## src/rtl/preset_strap_cfg.svh

```systemverilog
// Purpose: constants for the preset strap decoder
// Assumes: 200 MHz system clock, 16 MHz reference crystal
// Notes:   rates are given in kHz; cycle counts derive from them
`ifndef PRESET_STRAP_CFG_SVH
`define PRESET_STRAP_CFG_SVH

// rates in kHz
`define CLK_SYS_KHZ      18'h3_0D40
`define TICK_KHZ         18'h0_0C80
`define BUFFERED_CLOCK_OUTPUT_KHZ       18'h0_0320
`define XTAL_KHZ         17'h0_3E80

// half period of the clock output, in system cycles
`define BUFFERED_CLOCK_OUTPUT_HALF_CYC  ((`CLK_SYS_KHZ / `BUFFERED_CLOCK_OUTPUT_KHZ) / 18'h0_0002)
// crystal rate in the 10 kHz units of the carrier word
`define XTAL_UNITS       (`XTAL_KHZ / 17'h0_000A)

// auto-shutdown length in internal ticks
`define IDLE_TICKS       32'h0000_1000
// cycles to let the strap synchronisers settle before sampling;
// the filtered level needs four edges after reset, so latch on the fifth
`define SETTLE_CYC       3'h5

// preset values
`define DEV_PRESET_KHZ   6'h27
`define AMP_POWER_LEVEL_PRESET     3'h7
`define AMP_TUNING_CAPACITANCE_PRESET     5'h00

// reset values of the configuration outputs
`define AMP_POWER_LEVEL_RST        3'h0
`define AMP_TUNING_CAPACITANCE_RST        5'h00
`define DEV_RST_KHZ      6'h00

`endif

```

## src/rtl/preset_strap_pkg.sv

```systemverilog
// Purpose: shared types of the preset strap decoder
// Assumes: nothing beyond the cfg header
// Notes:   enums carry no explicit codes
package preset_strap_pkg;

    // three-level strap state
    typedef enum logic [1:0] {LVL_GND, LVL_OPEN, LVL_VDD} tri_level_t;

    // operating state of the loader
    typedef enum logic [1:0] {ST_SAMPLE, ST_PROG, ST_ACTIVE, ST_SHUT} fsm_t;

endpackage

```

## src/rtl/pin_sync.sv

```systemverilog
// Purpose: three-flop synchroniser with an agree filter
// Assumes: inputs are asynchronous pins
// Notes:   output follows only when stages two and three agree
`timescale 1ns/10ps
`default_nettype none
module pin_sync #(
    parameter int W = 1
) (
    // clock and reset
    input  wire logic         clk_sys,
    input  wire logic         rst_b,
    input  wire logic         clk_en,
    // pins in, filtered levels out
    input  wire logic [W-1:0] d,
    output var  logic [W-1:0] q
);
    typedef struct packed {
        logic [W-1:0] s1;
        logic [W-1:0] s2;
        logic [W-1:0] s3;
        logic [W-1:0] q;
    } sync_t;

    sync_t s_ff;
    sync_t nxt_s;

    // stage one feeds stage two only; the filter looks at two and three
    always_comb begin
        nxt_s    = s_ff;
        nxt_s.s1 = d;
        nxt_s.s2 = s_ff.s1;
        nxt_s.s3 = s_ff.s2;
        for (int i = 0; i < W; i++) begin
            if (s_ff.s2[i] == s_ff.s3[i]) begin
                nxt_s.q[i] = s_ff.s3[i];
            end
        end
    end

    always_ff @(posedge clk_sys or negedge rst_b) begin
        if (!rst_b) begin
            s_ff <= '0;
        end else if (clk_en) begin
            s_ff <= nxt_s;
        end
    end

    assign q = s_ff.q;
endmodule // pin_sync
`default_nettype wire

```

## src/rtl/strap_decoder.sv

```systemverilog
// Purpose: maps the two strap levels to a mode and a carrier
// Assumes: 16 MHz reference for the synthesizer words
// Notes:   purely combinational; the caller latches the result
`timescale 1ns/10ps
`default_nettype none
`include "preset_strap_cfg.svh"
module strap_decoder
    import preset_strap_pkg::*;
(
    // strap levels and product variant
    input  wire tri_level_t  sel_high,
    input  wire tri_level_t  sel_low,
    input  wire logic        variant,
    // decoded configuration
    output logic             prog,
    output logic [16:0]      carrier,
    output logic [5:0]       synth_int,
    output logic [15:0]      synth_frac
);
    logic [31:0] car32;
    logic [31:0] rem32;

    // carrier table in 10 kHz units, variant 1 value first, then variant 0
    always_comb begin
        prog    = 1'b0;
        carrier = 17'h0_0000;
        case ({sel_high, sel_low})
            {LVL_GND, LVL_GND}: begin
                prog = 1'b1;
            end
            {LVL_GND, LVL_OPEN}: begin
                carrier = 17'h0_7B0C;
            end
            {LVL_GND, LVL_VDD}: begin
                carrier = variant ? 17'h0_A980 : 17'h1_65D0;
            end
            {LVL_OPEN, LVL_GND}: begin
                carrier = variant ? 17'h1_533A : 17'h1_62DA;
            end
            {LVL_OPEN, LVL_OPEN}: begin
                carrier = variant ? 17'h1_536F : 17'h1_6300;
            end
            {LVL_OPEN, LVL_VDD}: begin
                carrier = variant ? 17'h1_532E : 17'h1_62B0;
            end
            {LVL_VDD, LVL_GND}: begin
                carrier = variant ? 17'h1_53C9 : 17'h1_656C;
            end
            {LVL_VDD, LVL_OPEN}: begin
                carrier = variant ? 17'h1_5342 : 17'h0_A980;
            end
            {LVL_VDD, LVL_VDD}: begin
                carrier = variant ? 17'h1_5333 : 17'h0_A94E;
            end
            default: begin
                carrier = 17'h0_0000;
            end
        endcase
    end

    // integer and 16-bit fraction of carrier over the crystal rate
    always_comb begin
        car32      = {15'h0000, carrier};
        rem32      = car32 % {15'h0000, `XTAL_UNITS};
        synth_int  = 6'(car32 / {15'h0000, `XTAL_UNITS});
        synth_frac = 16'((rem32 << 16) / {15'h0000, `XTAL_UNITS});
    end
endmodule // strap_decoder
`default_nettype wire

```

## src/rtl/preset_mode_strap_decoder.sv

```systemverilog
// Purpose: strap-driven preset loader with clock output and shutdown
// Assumes: straps arrive as two comparator levels per pin
// Notes:   the I2C register engine lives outside; this block passes it the
//          shared pin levels in every state, but lets it drive data only in programmable mode
`timescale 1ns/10ps
`default_nettype none
`include "preset_strap_cfg.svh"
module preset_mode_strap_decoder
    import preset_strap_pkg::*;
#(
    parameter int   IDLE_TICKS   = `IDLE_TICKS,
    parameter logic FREQ_VARIANT = 1'b0
) (
    // clock, reset, clock enable
    input  wire logic        clk_sys,
    input  wire logic        rst_b,
    input  wire logic        clk_en,
    // strap comparators: above high threshold, below low threshold
    input  wire logic        strap_select_low_hi,
    input  wire logic        strap_select_low_lo,
    input  wire logic        strap_select_high_hi,
    input  wire logic        strap_select_high_lo,
    // data / serial-data pin
    input  wire logic        data_pin_i,
    output var  logic        data_pin_o,
    output var  logic        data_pin_oe,
    // clock-out / serial-clock pin
    input  wire logic        clk_pin_i,
    output var  logic        buffered_clock_output,
    output var  logic        clk_pin_oe,
    // I2C register engine side
    input  wire logic        i2c_sda_drive_low,
    output var  logic        i2c_scl,
    output var  logic        i2c_sda_in,
    // decoded configuration and status
    output var  logic        programmable_mode,
    output var  logic        powered_up,
    output var  logic        tx_data,
    output var  logic [16:0] carrier_10khz,
    output var  logic [5:0]  synth_int,
    output var  logic [15:0] synth_frac,
    output var  logic [5:0]  deviation_khz,
    output var  logic        gaussian_en,
    output var  logic [2:0]  amp_power_level,
    output var  logic [4:0]  amp_tuning_capacitance
);
    localparam int IW = $clog2(IDLE_TICKS + 1);

    typedef struct packed {
        fsm_t          st;
        logic [2:0]    settle;
        logic [17:0]   acc;
        logic [IW-1:0] idle;
        logic [7:0]    div;
        logic          clk_o;
        logic          clk_oe;
        logic          sda_oe;
        logic          prog;
        logic          up;
        logic          txd;
        logic          scl;
        logic          sda;
        logic [16:0]   carrier;
        logic [5:0]    sint;
        logic [15:0]   sfrac;
        logic [5:0]    dev;
        logic          gauss;
        logic [2:0]    pwr;
        logic [4:0]    cap;
    } state_t;

    localparam state_t RST_STATE = '{
        st: ST_SAMPLE, dev: `DEV_RST_KHZ, pwr: `AMP_POWER_LEVEL_RST,
        cap: `AMP_TUNING_CAPACITANCE_RST, default: '0};
    localparam logic [7:0] DIV_LAST = 8'(`BUFFERED_CLOCK_OUTPUT_HALF_CYC - 18'h0_0001);
    localparam logic [IW-1:0] IDLE_LAST = IW'(IDLE_TICKS - 1);

    state_t      s_ff;
    state_t      nxt_s;
    logic [5:0]  pins_q;
    logic        data_s;
    logic        scl_s;
    tri_level_t  lvl_low;
    tri_level_t  lvl_high;
    logic        dec_prog;
    logic [16:0] dec_carrier;
    logic [5:0]  dec_int;
    logic [15:0] dec_frac;
    logic        tick;
    logic [18:0] acc_sum;

    // every pin input is asynchronous, so all pass the filter
    pin_sync #(
        .W (6)
    ) u_pin_sync (
        .clk_sys (clk_sys),
        .rst_b   (rst_b),
        .clk_en  (clk_en),
        .d       ({clk_pin_i, data_pin_i,
                   strap_select_high_lo, strap_select_high_hi,
                   strap_select_low_lo, strap_select_low_hi}),
        .q       (pins_q)
    );

    assign data_s = pins_q[4];
    assign scl_s  = pins_q[5];

    // comparator pair to level; neither threshold crossed means open
    always_comb begin
        lvl_low  = LVL_OPEN;
        lvl_high = LVL_OPEN;
        if (pins_q[0]) begin
            lvl_low = LVL_VDD;
        end else if (pins_q[1]) begin
            lvl_low = LVL_GND;
        end
        if (pins_q[2]) begin
            lvl_high = LVL_VDD;
        end else if (pins_q[3]) begin
            lvl_high = LVL_GND;
        end
    end

    strap_decoder u_strap_decoder (
        .sel_high   (lvl_high),
        .sel_low    (lvl_low),
        .variant    (FREQ_VARIANT),
        .prog       (dec_prog),
        .carrier    (dec_carrier),
        .synth_int  (dec_int),
        .synth_frac (dec_frac)
    );

    // 3.2 MHz tick from a phase accumulator; 200/3.2 is not whole,
    // so ticks alternate 62 and 63 cycles but average exactly
    always_comb begin
        acc_sum = {1'b0, s_ff.acc} + {1'b0, `TICK_KHZ};
        tick    = (acc_sum >= {1'b0, `CLK_SYS_KHZ});
    end

    // next-state logic of the loader
    always_comb begin
        nxt_s        = s_ff;
        nxt_s.acc    = tick ? 18'(acc_sum - {1'b0, `CLK_SYS_KHZ})
                            : acc_sum[17:0];
        nxt_s.scl    = scl_s;
        nxt_s.sda    = data_s;
        nxt_s.sda_oe = 1'b0;
        nxt_s.clk_oe = 1'b0;
        nxt_s.clk_o  = 1'b0;
        nxt_s.txd    = 1'b0;
        case (s_ff.st)
            ST_SAMPLE: begin
                nxt_s.up = 1'b1;
                if (s_ff.settle != `SETTLE_CYC - 3'h1) begin
                    nxt_s.settle = s_ff.settle + 3'h1;
                end else begin
                    // latch once; held until the straps are sampled again after a wake
                    nxt_s.settle  = 3'h0;
                    nxt_s.idle    = '0;
                    nxt_s.div     = 8'h00;
                    nxt_s.prog    = dec_prog;
                    nxt_s.carrier = dec_carrier;
                    nxt_s.sint    = dec_int;
                    nxt_s.sfrac   = dec_frac;
                    if (dec_prog) begin
                        // registers come from the I2C engine instead
                        nxt_s.st    = ST_PROG;
                        nxt_s.dev   = `DEV_RST_KHZ;
                        nxt_s.gauss = 1'b0;
                        nxt_s.pwr   = `AMP_POWER_LEVEL_RST;
                        nxt_s.cap   = `AMP_TUNING_CAPACITANCE_RST;
                    end else begin
                        nxt_s.st    = ST_ACTIVE;
                        nxt_s.dev   = `DEV_PRESET_KHZ;
                        nxt_s.gauss = 1'b1;
                        nxt_s.pwr   = `AMP_POWER_LEVEL_PRESET;
                        nxt_s.cap   = `AMP_TUNING_CAPACITANCE_PRESET;
                    end
                end
            end
            ST_PROG: begin
                // clock pin stays an input; data pin is open drain
                nxt_s.clk_oe = 1'b0;
                nxt_s.sda_oe = i2c_sda_drive_low;
            end
            ST_ACTIVE: begin
                nxt_s.clk_oe = 1'b1;
                nxt_s.txd    = data_s;
                if (s_ff.div == DIV_LAST) begin
                    nxt_s.div   = 8'h00;
                    nxt_s.clk_o = ~s_ff.clk_o;
                end else begin
                    nxt_s.div   = s_ff.div + 8'h01;
                    nxt_s.clk_o = s_ff.clk_o;
                end
                if (data_s) begin
                    nxt_s.idle = '0;
                end else if (tick && s_ff.idle == IDLE_LAST) begin
                    nxt_s.idle = '0;
                    nxt_s.st   = ST_SHUT;
                end else if (tick) begin
                    nxt_s.idle = s_ff.idle + IW'(1);
                end
            end
            ST_SHUT: begin
                nxt_s.up = 1'b0;
                if (data_s) begin
                    nxt_s.settle = 3'h0;
                    nxt_s.st     = ST_SAMPLE;
                end
            end
            default: begin
                nxt_s = RST_STATE;
            end
        endcase
    end

    // single state register, frozen while the clock enable is low
    always_ff @(posedge clk_sys or negedge rst_b) begin
        if (!rst_b) begin
            s_ff <= RST_STATE;
        end else if (clk_en) begin
            s_ff <= nxt_s;
        end
    end

    // outputs straight from the state register, except data_pin_o, which is tied low
    assign data_pin_o             = 1'b0;
    assign data_pin_oe            = s_ff.sda_oe;
    assign buffered_clock_output  = s_ff.clk_o;
    assign clk_pin_oe             = s_ff.clk_oe;
    assign i2c_scl                = s_ff.scl;
    assign i2c_sda_in             = s_ff.sda;
    assign programmable_mode      = s_ff.prog;
    assign powered_up             = s_ff.up;
    assign tx_data                = s_ff.txd;
    assign carrier_10khz          = s_ff.carrier;
    assign synth_int              = s_ff.sint;
    assign synth_frac             = s_ff.sfrac;
    assign deviation_khz          = s_ff.dev;
    assign gaussian_en            = s_ff.gauss;
    assign amp_power_level        = s_ff.pwr;
    assign amp_tuning_capacitance = s_ff.cap;
endmodule // preset_mode_strap_decoder
`default_nettype wire

```

## config.mk

```make
export PLATFORM = sky130hd
export DESIGN_NAME = preset_mode_strap_decoder
export DESIGN_NICKNAME = d
export VERILOG_FILES = /design/src/rtl/preset_strap_pkg.sv /design/src/rtl/pin_sync.sv /design/src/rtl/strap_decoder.sv /design/src/rtl/preset_mode_strap_decoder.sv
export VERILOG_INCLUDE_DIRS = /design/src /design/src/rtl
export SDC_FILE = /design/constraint.sdc
export NUM_CORES = 1
export LEC_CHECK = 0
export ABC_AREA = 1
export BUFFER_PORTS_ARGS = -buffer_cell sky130_fd_sc_hd__buf_4
export CORE_MARGIN = 1.5
export CORE_UTILIZATION = 50
export CTS_BUF_LIST = sky130_fd_sc_hd__clkbuf_16
export CTS_CLUSTER_DIAMETER = 80
export DETAILED_ROUTE_END_ITERATION = 8
export GPL_TIMING_DRIVEN = 0
export HOLD_SLACK_MARGIN = 0.1
export PLACE_DENSITY = 0.76
export SYNTH_ARGS = -nofsm -noshare
export SYNTH_HDL_FRONTEND = slang
export SYNTH_HIERARCHICAL = 1
export SYNTH_SLANG_ARGS = --single-unit
```

## constraint.sdc

```tcl
create_clock -name clk_sys -period 8.5 [get_ports clk_sys]
set_input_delay 1.275 -clock clk_sys [delete_from_list [all_inputs] [get_ports clk_sys]]
set_output_delay 1.275 -clock clk_sys [all_outputs]
set_load 0.02 [all_outputs]
```

==> results of run 1 <==
-- what timing repair did --
item | in CTS | in global routing
setup endpoints to repair | 3 | 3
gates cloned | 0 | 1
pin swaps | 23 | 73
resized for setup | 27 | 82
buffers inserted | 42 | 61
-- sequential cells by signal, summed over array words and instances, names as in the netlist, 6 cells and up --
name and count:
carrier_10khz 17, synth_frac 16, u_pin_sync/q 6, u_pin_sync/nxt_s 12
s_ff 38, synth_int 6, u_pin_sync/s_ff 6
-- through the flow --
| stage | util | hold WS [ns] |
|---|---|---|
| detailed placement | 0.567 | 0.459 |
| CTS | 0.609 | 0.478 |
| global placement | 0.565 | 0.454 |
| finish | 0.654 | 0.476 |
| global route | 0.654 | 0.493 |
| floorplan | - | 0.443 |
-- layer usage --
metal	vias to the layer above	global-route usage	part of all wire
li1	4372	-	-
met1	4019	0.310	0.44
met2	208	0.385	0.49
met3	53	0.0233	0.041
met4	0	0.0910	0.028
met5	-	0	0
-- worst min-delay path by stage --
| stage | startpoint | to | slack [ns] | cells after the start |
|---|---|---|---|---|
| final | synth_frac[12]$_DFFE_PN0P_ | synth_frac[12]$_DFFE_PN0P_ | 0.48 | 2 |
| after global routing | synth_frac[2]$_DFFE_PN0P_ | synth_frac[2]$_DFFE_PN0P_ | 0.49 | 2 |
| after CTS | synth_frac[7]$_DFFE_PN0P_ | synth_frac[7]$_DFFE_PN0P_ | 0.48 | 2 |
| after detailed placement | synth_frac[7]$_DFFE_PN0P_ | synth_frac[7]$_DFFE_PN0P_ | 0.46 | 2 |
| after global placement | synth_frac[0]$_DFFE_PN0P_ | synth_frac[0]$_DFFE_PN0P_ | 0.45 | 2 |
| after floorplan | carrier_10khz[0]$_DFFE_PN0P_ | carrier_10khz[0]$_DFFE_PN0P_ | 0.44 | 2 |
-- synth_stat cells, drive strengths merged, types with 5 or more instances --
cell type	number
nand2	516
inv	152
nand3	121
dfrtp	110
nor2	87
buf	75
o21ai	58
nand4	42
ha	24
a21oi	19
nor3	12
xor2	12
clkbuf	11
nand3b	6
xnor2	5
-- worst reg2reg max path, delay by kind of cell, from the launching register on --
family / cells / cell delay (ns)
buf+inv: 15 / 1.49
fa+ha+maj: 6 / 1.44
flops: 1 / 0.40
simple gates: 55 / 5.21
-- logic make-up (layout without fill, tap and decap cells) --
group | after synthesis | in the layout
compound gates | 90 | 90
xor+xnor | 17 | 17
fa+ha+maj | 24 | 24
buf+inv | 241 | 424
flops | 110 | 110
other cells | 1 | 11
simple gates | 793 | 793
-- cell type report --
| type | instances | area (um2) |
|---|---|---|
| buffer | 85 | 627 |
| clock buffer | 9 | 225 |
| clock inverter | 7 | 83.8 |
| fill | 1476 | 6010 |
| inverter | 155 | 646 |
| multi-input combinational | 935 | 5410 |
| sequential | 110 | 2750 |
| tap | 225 | 282 |
| timing repair buffer | 168 | 1320 |
==> metrics.txt, run 1 <==
DR pass1 iterations 5; Syn Std Cell Area 8910 um2; Crit. path cell count between 70 and 80; Post-synth EDFFs 0; routability cong. about 0.9; Critical Path Sink synth_frac[0]$_DFFE_PN0P_; Vias/cell 5.11; GRT overflow 0; Synth top area share 0.309; Die Ht about 140 um; adder-cell share of the synthesized area 0.0337; area growth from synthesis to layout 27.3%; Crit Path Max Fanout 7; fin nets between 1000 and 1500; Setup WS pre-CTS -1.16 ns; HP Class reg -> reg; port bufs 63; Initial Util 0.513; clk_skew 0.0118 ns; dominant cell type by area after synthesis dfrtp_1; CTS buffer count 9; Avg WL per Cell around 13 um; Max-Cap Viols 0; relative slew slack 0.485; final instance area 11300 um2; Setup violations, final 1; Initial DRC Count ~620; # diodes 0; Final min period between 8 and 9 ns; Area contributors post-synth dfrtp_1, nand2_1, nand3_1; Worst R2R Setup Slack -0.16 ns; initial antenna violation count 0; violated checks setup timing; R2R depth 76; die area ~19000 um2; Post-Synth XOR/XNOR Area 0.0175; multiplexer area fraction after synthesis 0; Synth Instances roughly 1300; CTS Buffer Depth 2; FF+latch count, synth between 100 and 150; Total Wirelength roughly 22000 um; Worst Path Arrival 8.93 ns; Cells after DPL around 1600; Vias 8652; CP bufs+invs 15; crit end category flop; worst slew pin tran 0.753 ns; gr usage total 0.232; first-pass GRT wire length ~35000 um; r2r endpoint synth_frac[0]$_DFFE_PN0P_; Req. time, crit path 8.76 ns; endpoints failing hold 0; Critical Path Source u_pin_sync/q[0]$_DFFE_PN0P_; Clock Latency Late Sink 0.37 ns; Avg Cell Area, Syn around 7 um2; Worst path slowest cell dfrtp_1; register area share after synthesis 0.309; status finished with violations; largest family of logic cells by synthesized area simple AND/OR/NAND/NOR gates; # IOs between 70 and 80; CTS tree built; most frequent cells in the layout nand2_1, buf_4, inv_1; TNS Setup -0.164 ns; number of global-route vias before repair ~7500; Antenna Nets Post-Route 0; Compound-Gate Fraction of Synth Area 0.0632; clock root cell clkbuf_16; Most used DFF post-synth dfrtp_1; Worst-path clk slew ~0.08 ns; most common cell after layout, fill and taps aside nand2_1; Placement Cell Area a little under 10000 um2; Final WS setup -0.164 ns; final period utilization 1.02; area share of and/or/nand/nor cells after synthesis 0.438; Layout Cells excl Fill between 1500 and 2000; HPWL after DPL ~15000 um; startpoint types flop; share of cells above drive strength 1 0.336; critical path's top delay family simple AND/OR/NAND/NOR gates; pin count of the biggest net entering global routing 68; Cell variety after synth 55; Final Max Slew Viols 0; CTS Sinks 110; crit-path max cell delay around 0.40 ns; Most common cell on crit path nand2_4; RSZ-0062 raised after global routing true; core area roughly 17000 um2; critical path class reg -> reg; Core Rows 48; Die Width roughly 140 um; Synth warnings 6; cts hold-fix bufs 0; asr flop ratio synth 1.00; reg2reg start u_pin_sync/q[0]$_DFFE_PN0P_; fmax 115 MHz; Residual DRC 0; H-tree depth 3
Power of run 1 is left out: the tool's default activity adds up to more than one toggle a clock period on the data nets, which glitch-free logic cannot reach.
==> run 2: changes to the inputs <==
--- a/config.mk
+++ b/config.mk
@@ -10,11 +10,12 @@
 export BUFFER_PORTS_ARGS = -buffer_cell sky130_fd_sc_hd__buf_4
 export CORE_MARGIN = 1.5
 export CORE_UTILIZATION = 50
-export CTS_BUF_LIST = sky130_fd_sc_hd__clkbuf_16
+export CTS_BUF_LIST = sky130_fd_sc_hd__clkbuf_4 sky130_fd_sc_hd__clkbuf_8
 export CTS_CLUSTER_DIAMETER = 80
 export DETAILED_ROUTE_END_ITERATION = 8
 export GPL_TIMING_DRIVEN = 0
 export HOLD_SLACK_MARGIN = 0.1
+export MAX_ROUTING_LAYER = met4
 export PLACE_DENSITY = 0.76
 export SYNTH_ARGS = -nofsm -noshare
 export SYNTH_HDL_FRONTEND = slang
==> metrics.txt, run 2 (synthesis results as in run 1) <==
status finished with violations; violated checks setup timing; WL met2 11400 um (+3.8%); clock root cell clkbuf_8; CTS buffer count 9 (unchanged); final core occ 0.651 (-0.00288); routability cong. 0.882 (-0.20%); pin count of the biggest net entering global routing 60 (-12%); relative slew slack 0.485 (about the same); CTS Buffer Depth 2 (unchanged); M1 WL 9740 um (about the same); largest register by flop count s_ff; CTS tree built; Vias/cell 5.16 (+1.1%); Placement Cell Area 9840 um2 (unchanged); Worst-path clk slew 0.11 ns (+0.03 ns); port bufs 63 (unchanged); endpoints failing hold 0 (unchanged); Core Rows 48 (unchanged); Total Wirelength 22500 um (+0.98%); area growth from synthesis to layout 26.7%; GRT overflow 0 (unchanged); Initial DRC Count 703 (+13%); share of cells above drive strength 1 0.334 (-0.00227); first-pass GRT wire length 34400 um (-1.3%); r2r endpoint synth_frac[0]$_DFFE_PN0P_; most frequent cells in the layout nand2_1, buf_4, inv_1; hold depth 2 (unchanged); core area 17400 um2 (unchanged); H-tree depth 3 (unchanged); DR pass1 iterations 6 (+1); crit end category flop; final instance area 11300 um2 (-0.44%); crit-path max cell delay 0.42 ns (+0.02 ns); worst slew pin tran 0.753 ns (+0.000217 ns); cts hold-fix bufs 0 (unchanged); startpoint types flop; Final min period 8.62 ns (-0.0426 ns); RSZ-0062 raised after global routing true; Crit Path Max Fanout 6 (-1); fmax 116 MHz (+0.49%); Req. time, crit path 8.80 ns (+0.04 ns); Worst R2R Setup Slack -0.12 ns (+0.04 ns); DR top layer met4; Antenna Nets Post-Route 0 (unchanged); max reg flops 38 (unchanged); Worst path slowest cell dfrtp_1; number of global-route vias before repair 7543 (+0.76%); Die Width 137 um (unchanged); WHS Endpoint carrier_10khz[10]$_DFFE_PN0P_; # IOs 73 (unchanged); Worst Path Arrival 8.92 ns (about the same); Final WS setup -0.121 ns (+0.0426 ns); initial antenna violation count 0 (unchanged); Max-Cap Viols 0 (unchanged); Avg WL per Cell 13.4 um (+1.5%); CTS Sinks 110 (unchanged); Vias 8708 (+0.65%); Setup violations, final 1 (unchanged); most common cell after layout, fill and taps aside nand2_1; Initial Util 0.513 (unchanged); Die Ht 137 um (unchanged); Final Max Slew Viols 0 (unchanged); HP Class reg -> reg; # diodes 0 (unchanged); critical path class reg -> reg; final hold slack 0.484 ns (+0.00713 ns); Residual DRC 0 (unchanged); R2R depth 77 (+1.3%); reg2reg start u_pin_sync/q[2]$_DFFE_PN0P_; TNS Setup -0.121 ns (+0.0426 ns); fin nets 1490 (-0.53%); hold path start carrier_10khz[10]$_DFFE_PN0P_; Clock Latency Late Sink 0.40 ns (+0.03 ns); clk_skew 0.0111 ns (-0.000756 ns); die area 18600 um2 (unchanged); gr usage total 0.236 (+0.00442); HPWL after DPL 15400 um (+1.7%); final period utilization 1.01 (-0.00501); DR WL met3 968 um (+5.2%)
## run 2: cell count changes in the layout (fill, tap and decap cells not counted), moves of 3 or more
cell and change:
nand3_4 +3, buf_4 -10, buf_6 +4, nor2_2 -5
nor2_4 +5, clkbuf_16 -9, nand3_1 -3, clkbuf_8 +10
## run 2: worst max-delay path: cells and delay by family, from the launching register on
family        cells  cell delay [ns]
fa+ha+maj         7             1.79
buf+inv          13             1.08
flops             1             0.42
simple gates     57             5.21
## run 2: repair_timing
action | in CTS | in global routing
buffers inserted | 26 | 69
cloned | 0 | 1
pin swaps | 21 | 77
endpoints found under the setup margin | 3 | 3
resized for setup | 34 | 97
## run 2: worst max-delay path by stage
stage | from | endpoint | slack, ns | depth (start not counted)
global route | u_pin_sync/q[2]$_DFFE_PN0P_ | synth_frac[0]$_DFFE_PN0P_ | -0.62 | 77
global placement | u_pin_sync/q[0]$_DFFE_PN0P_ | synth_frac[0]$_DFFE_PN0P_ | -1.02 | 73
floorplan | u_pin_sync/q[0]$_DFFE_PN0P_ | synth_frac[0]$_DFFE_PN0P_ | 0.01 | 75
detailed placement | u_pin_sync/q[2]$_DFFE_PN0P_ | synth_frac[0]$_DFFE_PN0P_ | -1.15 | 73
CTS | u_pin_sync/q[2]$_DFFE_PN0P_ | synth_frac[0]$_DFFE_PN0P_ | -0.29 | 75
finish | u_pin_sync/q[2]$_DFFE_PN0P_ | synth_frac[0]$_DFFE_PN0P_ | -0.12 | 77
## run 2: final cells by class
cell class	instances	area [um2]
Timing Repair Buffer	160	1260
Clock inverter	6	81.3
Sequential cell	110	2750
Buffer	85	631
Clock buffer	10	138
Multi-Input combinational cell	935	5500
Fill cell	1498	6060
Tap cell	225	282
Inverter	155	653
## run 2: layer usage
layer / up-vias / global-route usage
li1: 4344 / -
met1: 4092 / 0.297
met2: 238 / 0.397
met3: 34 / 0.0289
met4: 0 / 0.0745
met5: - / -
## run 2: per-stage QoR
stage / setup slack (ns) / cells
2_1_floorplan: 0.0112 / 1286
3_3_place_gp: -1.02 / 1574
3_5_place_dp: -1.15 / 1575
4_1_cts: -0.292 / 1617
5_1_grt: -0.619 / 1686
6_report: -0.121 / 1686
Power of run 2 is left out for the same reason.
==> run 3: changes to the inputs <==
--- a/config.mk
+++ b/config.mk
@@ -16,7 +16,7 @@
 export GPL_TIMING_DRIVEN = 0
 export HOLD_SLACK_MARGIN = 0.1
 export MAX_ROUTING_LAYER = met4
-export PLACE_DENSITY = 0.76
+export PLACE_DENSITY = 0.81
 export SYNTH_ARGS = -nofsm -noshare
 export SYNTH_HDL_FRONTEND = slang
 export SYNTH_HIERARCHICAL = 1
==> metrics.txt, run 3 (synthesis results as in run 1) <==
status finished with violations; violated checks setup timing; Crit. path cell count 72 (-6.5%); DR top layer met4; Final Max Slew Viols 0 (unchanged); critical path class reg -> reg; Avg WL per Cell 13.7 um (+2.6%); gr usage total 0.241 (+0.00504); Critical Path Source u_pin_sync/q[0]$_DFFE_PN0P_; number of global-route vias before repair 7832 (+3.8%); startpoint types flop; max reg flops 38 (unchanged); pin count of the biggest net entering global routing 111 (+85%); Initial Util 0.513 (unchanged); Die Ht 137 um (unchanged); final period utilization 1.01 (about the same); HPWL after DPL 15000 um (-2.9%); fin nets 1498 (+0.54%); CTS tree built; DR pass1 iterations 7 (+1); cts hold-fix bufs 0 (unchanged); initial antenna violation count 0 (unchanged); Worst Path Arrival 8.91 ns (about the same); Final WS setup -0.121 ns (-0.0000210 ns); CTS buffer count 9 (unchanged); multi-input logic area 5440 um2 (-0.98%); hold depth 2 (unchanged); die area 18600 um2 (unchanged); core area 17400 um2 (unchanged); final core occ 0.648 (-0.00274); largest register by flop count s_ff; fmax 116 MHz (unchanged); reg2reg start u_pin_sync/q[0]$_DFFE_PN0P_; port bufs 63 (unchanged); hold path start synth_frac[1]$_DFFE_PN0P_; Clock Latency Late Sink 0.40 ns (about the same); share of cells above drive strength 1 0.332 (-0.00182); most common cell after layout, fill and taps aside nand2_1; GRT overflow 0 (unchanged); Die Width 137 um (unchanged); Req. time, crit path 8.79 ns (about the same); Vias 8922 (+2.5%); worst slew pin tran 0.875 ns (+0.122 ns); CTS Buffer Depth 2 (unchanged); WL met2 11600 um (+1.4%); # diodes 0 (unchanged); TNS Setup -0.121 ns (-0.0000210 ns); CP bufs+invs 19 (+6); Worst-path clk slew 0.11 ns (about the same); Core Rows 48 (unchanged); Final min period 8.62 ns (+0.0000210 ns); RSZ-0062 raised after global routing true; crit end category flop; Max-Cap Viols 0 (unchanged); CTS Sinks 110 (unchanged); area growth from synthesis to layout 26.2%; Residual DRC 0 (unchanged); Total Wirelength 23200 um (+3.0%); clock root cell clkbuf_8; # IOs 73 (unchanged); endpoints failing hold 0 (unchanged); Initial DRC Count 780 (+11%); Vias/cell 5.27 (+2.0%); HP Class reg -> reg; most frequent cells in the layout nand2_1, buf_4, inv_1; critical path's top delay family simple AND/OR/NAND/NOR gates; first-pass GRT wire length 35500 um (+3.0%); Setup violations, final 1 (unchanged); Crit Path Max Fanout 7 (+1); clk_skew 0.0115 ns (+0.000413 ns); FILL cells 1402 (-6.4%); crit-path max cell delay 0.39 ns (-0.03 ns); M1 WL 9530 um (-2.1%); H-tree depth 3 (unchanged); R2R depth 72 (-6.5%); relative slew slack 0.402 (-0.0835); DR WL met3 1200 um (+24%); Most common cell on crit path nand2_4; Worst path slowest cell dfrtp_1; routability cong. 0.937 (+6.2%); Antenna Nets Post-Route 0 (unchanged); FF/Latch Area 2750 um2 (unchanged)
==> run 3: cell types whose count changed in the layout (fill, tap and decap cells not counted), sizes merged <==
cell      previous run  this run
bufinv               2         1
inv                156       155
clkinvlp             0         1
buf                234       242
clkbuf              21        22
==> run 3: routing by layer <==
| layer | vias up | track usage |
|---|---|---|
| li1 | 4368 | - |
| met1 | 4135 | 0.298 |
| met2 | 324 | 0.398 |
| met3 | 95 | 0.0393 |
| met4 | 0 | 0.0892 |
| met5 | - | - |
==> run 3: through the flow <==
step	instance area (um2)	hold WS [ns]	setup slack (ns)	cells
after floorplan	9050	0.443	0.0112	1286
after global placement	9810	0.455	-0.879	1574
after detailed placement	9810	0.462	-1.12	1574
after CTS	10600	0.487	0.0217	1646
after global routing	11200	0.507	-0.636	1694
final	11200	0.482	-0.121	1694
==> run 3: final cells by class <==
| type | count | share of cell area |
|---|---|---|
| timing repair buffer | 168 | 0.116 |
| tap | 225 | 0.0250 |
| clock inverter | 5 | 0.00345 |
| clock buffer | 11 | 0.0135 |
| multi-input combinational | 935 | 0.484 |
| inverter | 155 | 0.0576 |
| buffer | 85 | 0.0557 |
| sequential | 110 | 0.245 |
==> run 3: final timing paths <==
path,endpoint,slack [ns]
max in group asynchronous,carrier_10khz[4]$_DFFE_PN0P_,7.05
min,synth_frac[1]$_DFFE_PN0P_,0.48
min reg2reg,synth_frac[1]$_DFFE_PN0P_,0.48
max,synth_frac[0]$_DFFE_PN0P_,-0.12
max reg2reg,synth_frac[0]$_DFFE_PN0P_,-0.12
min in group asynchronous,s_ff[98]$_DFFE_PN0P_,0.77
==> run 3: what timing repair did <==
action,CTS,global route
pin swaps,36,64
setup buffers,56,47
gates cloned,0,1
resized for setup,37,75
endpoints found under the setup margin,3,2
==> run 3: worst reg2reg max path: cells and delay by family (launching register included) <==
| kind | cells | cell delay (ns) |
|---|---|---|
| AOI/OAI and AO/OA | 2 | 0.28 |
| and+or+nand+nor | 42 | 3.98 |
| adders and majority gates | 8 | 1.93 |
| buffers and inverters | 19 | 1.82 |
| DFF | 1 | 0.39 |
| xor gates and xnor gates | 1 | 0.13 |
Power of run 3 is left out for the same reason.
